<file path="src/common/smr_map.svh">
/*
 * register offsets, field positions, masks and reset values of the
 * programming-port register bank.
 * assumes: included by bare name from the package and the design file.
 */
`ifndef SMR_MAP_SVH
`define SMR_MAP_SVH

// ----------------------------------------------------------------------
// address decode
// ----------------------------------------------------------------------
`define SMR_ADDR_W 12
`define SMR_SEC_LIMIT 12'h040

// ----------------------------------------------------------------------
// register offsets (byte addresses)
// ----------------------------------------------------------------------
`define SMR_OFS_CR0 12'h000
`define SMR_OFS_CR0_DONE 12'h004
`define SMR_OFS_IRQ_EN 12'h008
`define SMR_OFS_IRQ_DONE 12'h00C
`define SMR_OFS_GBPA 12'h010
`define SMR_OFS_INIT 12'h014
`define SMR_OFS_GERR 12'h018
`define SMR_OFS_GERR_ACK 12'h01C
`define SMR_OFS_STRTAB_LO 12'h020
`define SMR_OFS_STRTAB_HI 12'h024
`define SMR_OFS_ERR_TCU 12'h040
`define SMR_OFS_ERR_TBU 12'h044
`define SMR_OFS_IDR_FIFTH 12'h050
`define SMR_OFS_GSTATUS 12'h054
`define SMR_OFS_XLATE_OP_LO 12'h060
`define SMR_OFS_XLATE_OP_HI 12'h07C
`define SMR_OFS_PMU_CNT_LO 12'h080
`define SMR_OFS_PMU_CNT_HI 12'h084
`define SMR_OFS_PMU_CTRL 12'h088
`define SMR_OFS_PMU_IRQ_LO 12'h08C
`define SMR_OFS_PMU_IRQ_HI 12'h094

// ----------------------------------------------------------------------
// implemented bits of each register
// ----------------------------------------------------------------------
`define SMR_MASK_CR0 32'h0000_001F
`define SMR_MASK_IRQ_EN 32'h0000_0007
`define SMR_MASK_GBPA 32'h001F_FFFF
`define SMR_MASK_GERR 32'h0000_0003
`define SMR_MASK_PMU_CTRL 32'h0000_0001

// ----------------------------------------------------------------------
// error record status fields
// ----------------------------------------------------------------------
`define SMR_ERR_V 32'h4000_0000
`define SMR_ERR_UE 32'h2000_0000
`define SMR_ERR_OF 32'h0800_0000
`define SMR_ERR_CE 32'h0300_0000
`define SMR_ERR_CE_REC 32'h0200_0000
`define SMR_ERR_DE 32'h0080_0000
`define SMR_ERR_STICKY 32'h6B80_0000

// ----------------------------------------------------------------------
// reset value and answers
// ----------------------------------------------------------------------
`define SMR_RESET_WORD 32'h0000_0000
`define SMR_RESP_OKAY 2'b00

`endif

</file>
<file path="src/common/smr_pkg.sv">
/*
 * types of the programming-port register bank.
 * assumes: smr_map.svh on the include path.
 */
`include "smr_map.svh"

package smr_pkg;

   // ----------------------------------------------------------------------
   // whole state of the register bank
   // ----------------------------------------------------------------------
   typedef struct packed {
      logic aw_held;
      logic w_held;
      logic [`SMR_ADDR_W-1:0] awaddr;
      logic aw_ns;
      logic [31:0] wdata;
      logic [3:0] wstrb;
      logic bvalid;
      logic rvalid;
      logic [31:0] rdata;
      logic [31:0] cr0;
      logic [31:0] cr0_done;
      logic [31:0] irq_en;
      logic [31:0] irq_done;
      logic [31:0] gbpa;
      logic init_busy;
      logic [31:0] gerr;
      logic [31:0] gerr_ack;
      logic [63:0] strtab;
      logic [1:0][31:0] err_rec;
      logic pmu_en;
      logic [63:0] pmu_cnt;
   } smr_state_t;

endpackage

</file>
<file path="src/verilog/smr_programming_port_regs.sv">
/*
 * register bank of the translation control unit's programming port,
 * an axi4-lite slave with secure filtering, error records and a
 * performance counter.
 * assumes: one clock aclk, synchronous active-low aresetn, all event
 * inputs come from logic on aclk.
 */
`timescale 1ns/1ps
`include "smr_map.svh"

// Notes on behaviour
// - only offset bits select a register
// - unused locations read zero, ignore writes
// - all bits reset to zero
// - reserved bits read zero, ignore writes
// - registers reachable only through this port
// - 64-bit registers accessed as 32-bit halves
// - non-secure access to secure registers RAZ/WI
// - unimplemented id, status, translation-op read zero
// - counter group present except interrupt config
// - error record fields cleared by writing ones
// - partial clear of set fields is discarded
// - clear plus new error records as empty
// - control0 update done reports applied value
// - interrupt enable update done reports completion
// - init control invalidates all secure caching
// - bypass attributes drive secure untranslated traffic
// - error ack register paired with error status
module smr_programming_port_regs (
   input wire logic aclk,
   input wire logic aresetn,
   input wire logic [`SMR_ADDR_W-1:0] s_axi_awaddr,
   input wire logic [2:0] s_axi_awprot,
   input wire logic s_axi_awvalid,
   output logic s_axi_awready,
   input wire logic [31:0] s_axi_wdata,
   input wire logic [3:0] s_axi_wstrb,
   input wire logic s_axi_wvalid,
   output logic s_axi_wready,
   output logic [1:0] s_axi_bresp,
   output logic s_axi_bvalid,
   input wire logic s_axi_bready,
   input wire logic [`SMR_ADDR_W-1:0] s_axi_araddr,
   input wire logic [2:0] s_axi_arprot,
   input wire logic s_axi_arvalid,
   output logic s_axi_arready,
   output logic [31:0] s_axi_rdata,
   output logic [1:0] s_axi_rresp,
   output logic s_axi_rvalid,
   input wire logic s_axi_rready,
   output logic [31:0] secure_global_control0,
   output logic [31:0] secure_interrupt_enables,
   output logic [31:0] secure_global_bypass_attributes,
   output logic [63:0] secure_stream_table_base,
   output logic secure_cache_invalidate_req,
   input wire logic secure_cache_invalidate_done,
   input wire logic [1:0] secure_global_error_event,
   input wire logic [1:0] error_record_event,
   input wire logic [1:0] error_record_uncorrected,
   input wire logic performance_counter_event
);
   import smr_pkg::*;

   // ----------------------------------------------------------------------
   // helper functions
   // ----------------------------------------------------------------------

   // merge write data into a word under the byte strobes
   function automatic logic [31:0] strb_merge(
      input logic [31:0] old_word,
      input logic [31:0] new_word,
      input logic [3:0] strb
   );
      logic [31:0] res;
      res = old_word;
      for (int i = 0; i < 4; i++)
      begin
         if (strb[i])
         begin
            res[i*8 +: 8] = new_word[i*8 +: 8];
         end
      end
      return res;
   endfunction

   // locations of registers that are not built
   function automatic logic is_unimpl(input logic [`SMR_ADDR_W-1:0] a);
      return (a[11:2] == `SMR_OFS_IDR_FIFTH >> 2)
         || (a[11:2] == `SMR_OFS_GSTATUS >> 2)
         || (a >= `SMR_OFS_XLATE_OP_LO && a <= `SMR_OFS_XLATE_OP_HI)
         || (a >= `SMR_OFS_PMU_IRQ_LO && a <= `SMR_OFS_PMU_IRQ_HI);
   endfunction

   // non-secure access into the secure-only window
   function automatic logic is_blocked(
      input logic [`SMR_ADDR_W-1:0] a,
      input logic ns
   );
      return ns && (a < `SMR_SEC_LIMIT);
   endfunction

   // one error record: write-one-to-clear with all-or-nothing clearing
   function automatic logic [31:0] err_update(
      input logic [31:0] old_rec,
      input logic wr,
      input logic [31:0] wd,
      input logic ev,
      input logic ev_ue
   );
      logic [31:0] need;
      logic [31:0] rec;
      logic clr_ok;
      need = old_rec & `SMR_ERR_STICKY;
      // a set corrected field needs both bits written
      if ((old_rec & `SMR_ERR_CE) != 32'h0000_0000)
      begin
         need = need | `SMR_ERR_CE;
      end
      clr_ok = wr && ((wd & need) == need);
      rec = old_rec;
      if (clr_ok)
      begin
         rec = old_rec & ~(wd & `SMR_ERR_STICKY);
      end
      if (ev)
      begin
         // a cleared record takes the new error as if it were empty
         if ((rec & `SMR_ERR_V) == 32'h0000_0000)
         begin
            rec = `SMR_ERR_V
               | (ev_ue ? `SMR_ERR_UE : `SMR_ERR_CE_REC);
         end
         else
         begin
            rec = rec | `SMR_ERR_OF;
         end
      end
      return rec;
   endfunction

   // ----------------------------------------------------------------------
   // state
   // ----------------------------------------------------------------------
   smr_state_t state_ff;
   smr_state_t nxt_state;
   logic wr_go;
   logic wr_ok;
   logic [`SMR_ADDR_W-1:0] wa;
   logic [31:0] rd_word;

   // ----------------------------------------------------------------------
   // bus handshakes
   // ----------------------------------------------------------------------

   // one write and one read in flight; ready drops while held
   assign s_axi_awready = !state_ff.aw_held && !state_ff.bvalid;
   assign s_axi_wready = !state_ff.w_held && !state_ff.bvalid;
   assign s_axi_arready = !state_ff.rvalid;
   assign s_axi_bvalid = state_ff.bvalid;
   assign s_axi_rvalid = state_ff.rvalid;
   assign s_axi_rdata = state_ff.rdata;
   assign s_axi_bresp = `SMR_RESP_OKAY;
   assign s_axi_rresp = `SMR_RESP_OKAY;

   // write takes effect once address and data are both held
   assign wr_go = state_ff.aw_held && state_ff.w_held;
   assign wa = state_ff.awaddr;
   // filtered and unbuilt locations drop the write
   assign wr_ok = wr_go && !is_blocked(wa, state_ff.aw_ns)
      && !is_unimpl(wa);

   // ----------------------------------------------------------------------
   // read multiplexer
   // ----------------------------------------------------------------------

   // unmatched offsets fall through to zero
   always_comb
   begin
      rd_word = `SMR_RESET_WORD;
      if (!is_blocked(s_axi_araddr, s_axi_arprot[1])
         && !is_unimpl(s_axi_araddr))
      begin
         unique case (s_axi_araddr[11:2])
            `SMR_OFS_CR0 >> 2: rd_word = state_ff.cr0;
            `SMR_OFS_CR0_DONE >> 2: rd_word = state_ff.cr0_done;
            `SMR_OFS_IRQ_EN >> 2: rd_word = state_ff.irq_en;
            `SMR_OFS_IRQ_DONE >> 2: rd_word = state_ff.irq_done;
            `SMR_OFS_GBPA >> 2: rd_word = state_ff.gbpa;
            `SMR_OFS_INIT >> 2: rd_word = {31'h0, state_ff.init_busy};
            `SMR_OFS_GERR >> 2: rd_word = state_ff.gerr;
            `SMR_OFS_GERR_ACK >> 2: rd_word = state_ff.gerr_ack;
            `SMR_OFS_STRTAB_LO >> 2: rd_word = state_ff.strtab[31:0];
            `SMR_OFS_STRTAB_HI >> 2: rd_word = state_ff.strtab[63:32];
            `SMR_OFS_ERR_TCU >> 2: rd_word = state_ff.err_rec[0];
            `SMR_OFS_ERR_TBU >> 2: rd_word = state_ff.err_rec[1];
            `SMR_OFS_PMU_CNT_LO >> 2: rd_word = state_ff.pmu_cnt[31:0];
            `SMR_OFS_PMU_CNT_HI >> 2: rd_word = state_ff.pmu_cnt[63:32];
            `SMR_OFS_PMU_CTRL >> 2: rd_word = {31'h0, state_ff.pmu_en};
            default: rd_word = `SMR_RESET_WORD;
         endcase
      end
   end

   // ----------------------------------------------------------------------
   // next state
   // ----------------------------------------------------------------------
   always_comb
   begin
      nxt_state = state_ff;

      // capture write address and data in either order
      if (s_axi_awvalid && s_axi_awready)
      begin
         nxt_state.aw_held = 1'b1;
         nxt_state.awaddr = s_axi_awaddr;
         nxt_state.aw_ns = s_axi_awprot[1];
      end
      if (s_axi_wvalid && s_axi_wready)
      begin
         nxt_state.w_held = 1'b1;
         nxt_state.wdata = s_axi_wdata;
         nxt_state.wstrb = s_axi_wstrb;
      end
      if (wr_go)
      begin
         nxt_state.aw_held = 1'b0;
         nxt_state.w_held = 1'b0;
         nxt_state.bvalid = 1'b1;
      end
      if (state_ff.bvalid && s_axi_bready)
      begin
         nxt_state.bvalid = 1'b0;
      end

      // read answers one cycle after the address is taken
      if (s_axi_arvalid && s_axi_arready)
      begin
         nxt_state.rvalid = 1'b1;
         nxt_state.rdata = rd_word;
      end
      else if (state_ff.rvalid && s_axi_rready)
      begin
         nxt_state.rvalid = 1'b0;
      end

      // update-done registers mirror the value one cycle after it applies
      nxt_state.cr0_done = state_ff.cr0;
      nxt_state.irq_done = state_ff.irq_en;

      // invalidation ends when the caches report done
      if (secure_cache_invalidate_done)
      begin
         nxt_state.init_busy = 1'b0;
      end

      // counter runs while enabled
      if (state_ff.pmu_en && performance_counter_event)
      begin
         nxt_state.pmu_cnt = state_ff.pmu_cnt + 64'h0000_0000_0000_0001;
      end

      // register writes; masks keep reserved bits at zero
      if (wr_ok)
      begin
         unique case (wa[11:2])
            `SMR_OFS_CR0 >> 2:
               nxt_state.cr0 = strb_merge(state_ff.cr0, state_ff.wdata,
                  state_ff.wstrb) & `SMR_MASK_CR0;
            `SMR_OFS_IRQ_EN >> 2:
               nxt_state.irq_en = strb_merge(state_ff.irq_en,
                  state_ff.wdata, state_ff.wstrb) & `SMR_MASK_IRQ_EN;
            `SMR_OFS_GBPA >> 2:
               nxt_state.gbpa = strb_merge(state_ff.gbpa, state_ff.wdata,
                  state_ff.wstrb) & `SMR_MASK_GBPA;
            `SMR_OFS_INIT >> 2:
               if (state_ff.wstrb[0] && state_ff.wdata[0])
               begin
                  nxt_state.init_busy = 1'b1;
               end
            `SMR_OFS_GERR_ACK >> 2:
               nxt_state.gerr_ack = strb_merge(state_ff.gerr_ack,
                  state_ff.wdata, state_ff.wstrb) & `SMR_MASK_GERR;
            `SMR_OFS_STRTAB_LO >> 2:
               nxt_state.strtab[31:0] = strb_merge(state_ff.strtab[31:0],
                  state_ff.wdata, state_ff.wstrb);
            `SMR_OFS_STRTAB_HI >> 2:
               nxt_state.strtab[63:32] = strb_merge(
                  state_ff.strtab[63:32], state_ff.wdata,
                  state_ff.wstrb);
            `SMR_OFS_PMU_CNT_LO >> 2:
               nxt_state.pmu_cnt[31:0] = strb_merge(
                  state_ff.pmu_cnt[31:0], state_ff.wdata,
                  state_ff.wstrb);
            `SMR_OFS_PMU_CNT_HI >> 2:
               nxt_state.pmu_cnt[63:32] = strb_merge(
                  state_ff.pmu_cnt[63:32], state_ff.wdata,
                  state_ff.wstrb);
            `SMR_OFS_PMU_CTRL >> 2:
               if (state_ff.wstrb[0])
               begin
                  nxt_state.pmu_en = state_ff.wdata[0];
               end
            default:
               nxt_state.cr0 = state_ff.cr0;
         endcase
      end

      // an error toggles its status bit only while acknowledged
      for (int i = 0; i < 2; i++)
      begin
         if (secure_global_error_event[i]
            && (state_ff.gerr[i] == nxt_state.gerr_ack[i]))
         begin
            nxt_state.gerr[i] = ~state_ff.gerr[i];
         end
      end

      // error records of the control unit and the buffer unit
      for (int u = 0; u < 2; u++)
      begin
         nxt_state.err_rec[u] = err_update(state_ff.err_rec[u],
            wr_ok && (wa[2] == u[0])
               && (wa[11:3] == `SMR_OFS_ERR_TCU >> 3),
            state_ff.wdata, error_record_event[u],
            error_record_uncorrected[u]);
      end
   end

   // ----------------------------------------------------------------------
   // state register
   // ----------------------------------------------------------------------
   always_ff @(posedge aclk)
   begin
      if (!aresetn)
      begin
         state_ff <= '0;
      end
      else
      begin
         state_ff <= nxt_state;
      end
   end

   // ----------------------------------------------------------------------
   // control outputs to the translation logic
   // ----------------------------------------------------------------------
   assign secure_global_control0 = state_ff.cr0;
   assign secure_interrupt_enables = state_ff.irq_en;
   assign secure_global_bypass_attributes = state_ff.gbpa;
   assign secure_stream_table_base = state_ff.strtab;
   assign secure_cache_invalidate_req = state_ff.init_busy;

endmodule
</file>
<file path="config.mk">
export PLATFORM = sky130hd
export DESIGN_NAME = smr_programming_port_regs
export DESIGN_NICKNAME = d
export VERILOG_FILES = /design/src/common/smr_pkg.sv /design/src/verilog/smr_programming_port_regs.sv
export VERILOG_INCLUDE_DIRS = /design/src /design/src/common
export SDC_FILE = /design/constraint.sdc
export NUM_CORES = 1
export LEC_CHECK = 0
export BUFFER_PORTS_ARGS = -buffer_cell sky130_fd_sc_hd__buf_2
export CORE_ASPECT_RATIO = 0.7
export CORE_UTILIZATION = 50
export CTS_BUF_LIST = sky130_fd_sc_hd__clkbuf_8 sky130_fd_sc_hd__clkbuf_16
export DETAILED_ROUTE_END_ITERATION = 10
export GPL_TIMING_DRIVEN = 0
export HOLD_SLACK_MARGIN = 0.03
export PLACE_DENSITY = 0.86
export RECOVER_POWER = 100
export SLEW_MARGIN = 40
export SYNTH_ARGS = -nofsm -noshare
export SYNTH_HDL_FRONTEND = slang
export SYNTH_SLANG_ARGS = --single-unit
</file>
<file path="constraint.sdc">
create_clock -name aclk -period 2.3 [get_ports aclk]
set_input_delay 0 -clock aclk [delete_from_list [all_inputs] [get_ports aclk]]
set_output_delay 0 -clock aclk [all_outputs]
set_load 0.05 [all_outputs]
</file>
==> results.yml <==
status:
  status: "complete, but fails checks"
  violations: "negative setup slack"
detailed_routing:
  vias: 15710
  drt_first_iter_violations: 2321
  routed_via_density: 6.115
  post_drt_wl_per_cell_um: 23.33
  drcViolationCount: 0
  ant_nets: 0
  firstDrtPassIters: 7
  wirelength_mm: 59.94
power_and_ir_drop:
  p_sw_mw: 2.947
  switching_share_pct: 28.06
  p_seq_share_pct: 46.0
  p_per_area_nw_per_um2: 562.4
  power.leakage_nw: 7.686
  clock_power_share_pct: 42.0
  finalPower_mw: 10.50
  ir_drop_mv: 0.5051
  p_int_mw: 7.556
  pwr-share-comb_pct: 12.0
setup_path:
  reg2reg_depth: 10
  critical_path.max_fanout: 9
  r2r_setup_slack_ns: -0.04
  arrival_ns: 2.81
  crit_path_end_kind: "register"
  cp_data_required_time_ns: 2.77
  startpoint_type: "register"
  reg2reg_to: "state_ff[51]"
  worstReg2RegStart: "state_ff[4]"
  worstSetupPathType: "reg2reg"
timing:
  rsz0062_at_grt: "true"
  maxSlewViolCount: 0
  hold_violations: 0
  finalSetupViolations: 14
  worst_slew_pin_slew_ns: 1.241
  tns_ns: -0.2317
  fin_skew_ns: 0.02071
  max_slew_margin_pct: 17.26
  max_freq_mhz: 427.3
  fin_crit_sh_pct: 101.7
  worst_hold_slack_ns: 0.06539
  fin_crit_ns: 2.340
  setup_ws_ns: -0.04010
yosys:
  ys_seq_elements: 268
  yosys_most_used_dff: "dfxtp_1"
  synth_cells: 1746
  synth_seq_area_share_pct: 37.84
  synth.distinct_cells: 75
  syn_area_per_cell_um2: 8.121
  synth_top_area_cell: "dfxtp_1"
  synth-edff-count: 0
  syn_area_um2: 14180
  synth_top_area_share_pct: 37.84
  synthTopCellsByCount: "dfxtp_1 (268), nand2_1 (248), buf_4 (198)"
  synth_area_leaders: "dfxtp_1 (38%), buf_4 (10%), nand2_1 (6.6%)"
  async_reset_ff_share_pct: 0
  post-synth-top-count-cell: "dfxtp_1"
  synth_warnings: 0
grt:
  grt_overflow_total: 0
  antenna_found_initial: 1
  grt_max_degree: 17
  grt_usage_pct: 39.69
  grt_pass1_vias: 14500
  grt_pass1_wl_mm: 87.13
die:
  die_area_um2: 29050
  start_util_pct: 50.96
  die_y_um: 142.9
  ioPinCount: 283
  rows: 51
  core_area_um2: 27820
  die-width_um: 203.3
worst_hold_path:
  holdPathEnd: "s_axi_rdata[0]"
  hp-class: "in2reg"
  worstHoldStart: "aresetn"
  hold_depth: 5
placed_design:
  io_buffers: 204
  finalWeightedCongestion: 0.9960
  hpwl_mm: 41.71
  placed_cells: 2391
clocking:
  clk_latency_ns: 0.55
  clkSlewWorstSetupHoldPaths_ns: 0.07
  htree_num_levels: 1
  cts_tree: "yes"
  cts.sinks: 268
  clk_path_buf_depth: 3
  cts_made_buffers: 25
  clock-root-buffer: "clkbuf_16"
flow_run:
  drv_cap: 0
final_layout:
  antenna_cells: 0
  fillers: 2289
  area_growth_syn_to_layout_pct: 31.71
  final_nets: 2263
  stdcell_count: 2569
  drive_gt1_share_pct: 26.21
[registers in the layout (all words and copies together), names as in the netlist]
name	flops
state_ff	128
s_axi_bvalid	1
secure_stream_table_base	64
s_axi_rdata	32
secure_interrupt_enables	3
secure_global_control0	5
s_axi_rvalid	1
wa	12
secure_global_bypass_attributes	21
secure_cache_invalidate_req	1
[metrics by stage]
step	instance area, um^2	worst slack (ns)	util, %
6_report	18670	-0.04010	67.12
5_1_grt	18670	-0.09294	67.12
4_1_cts	18460	-0.1146	66.36
3_5_place_dp	16020	-1.186	57.58
3_3_place_gp	15950	-1.540	57.31
2_1_floorplan	14460	-0.03747	-
[critical path: stages, from the launching register on]
cell and delay (ns):
dfxtp_4 0.37, nand4_1 0.22, clkbuf_1 0.21, nor3_4 0.21, buf_6 0.14, buf_4 0.09
buf_4 0.12, and3_2 0.35, nand4_1 0.23, a2bb2oi_1 0.19, a21oi_1 0.15
[metal layers]
layer	up-vias	GRT usage (%)	share of wire, %
met2	1182	59.73	43
met5	-	0	0.25
met1	7444	54.54	40
met4	6	15.12	3.8
li1	6881	-	-
met3	197	9.881	14
[cells in the final DEF, fill, tap and decap left out, types with 53 or more instances in the layout]
cell	count
buf_4	255
nand2_1	243
dfxtp_1	226
clkbuf_1	191
a21oi_1	140
nor2_1	126
mux2i_1	88
buf_2	77
conb_1	71
dlygate4sd3_1	67
nand3_1	53
[timing repair]
item	4_1_cts	5_1_grt
hold endpoints to repair	67	0
pin swaps	40	31
buffers inserted	65	25
gates resized for setup	140	93
endpoints found under the setup margin	199	125
hold buffers	67	0
[power by group through the flow]
stage	Clock [mW]	Sequential (mW)	Combinational (mW)
2_1_floorplan	0	4.88	0.737
3_3_place_gp	0	4.92	1.03
3_5_place_dp	0	4.92	1.05
4_1_cts	4.38	4.81	1.19
5_1_grt	4.59	4.83	1.31
6_report	4.42	4.83	1.26
[worst max-delay path by stage]
| stage | from | endpoint | cells after the start |
|---|---|---|---|
| after floorplan | state_ff[29] | state_ff[60] | 7 |
| after global placement | wa[4] | state_ff[27] | 6 |
| after detailed placement | wa[4] | state_ff[36] | 7 |
| after CTS | state_ff[26] | state_ff[52] | 9 |
| after global routing | wa[8] | state_ff[52] | 8 |
| final | state_ff[4] | state_ff[51] | 10 |
[layout make-up]
class	count	area, um^2	area share [%]
multi-input combinational	1219	7680	41.13
buffer	294	1962	10.51
clock inverter	15	170.2	0.9112
sequential	268	5445	29.16
timing repair buffer	354	2201	11.79
tap	371	464.2	2.486
clock buffer	29	680.7	3.645
inverter	19	71.32	0.3819
[cells by family after synthesis]
group                    Yosys count  share of synthesized area, %
flip-flops                       268                         37.84
AND/OR/NAND/NOR                  667                         23.21
multiplexers                      90                         6.371
other                              1                       0.02645
adder cells (fa/ha/maj)            2                        0.1588
XOR/XNOR                           3                        0.1853
buffers and inverters            329                         14.17
AO/OA/AOI/OAI                    386                         18.04
Power figures use the tool's default switching activity.
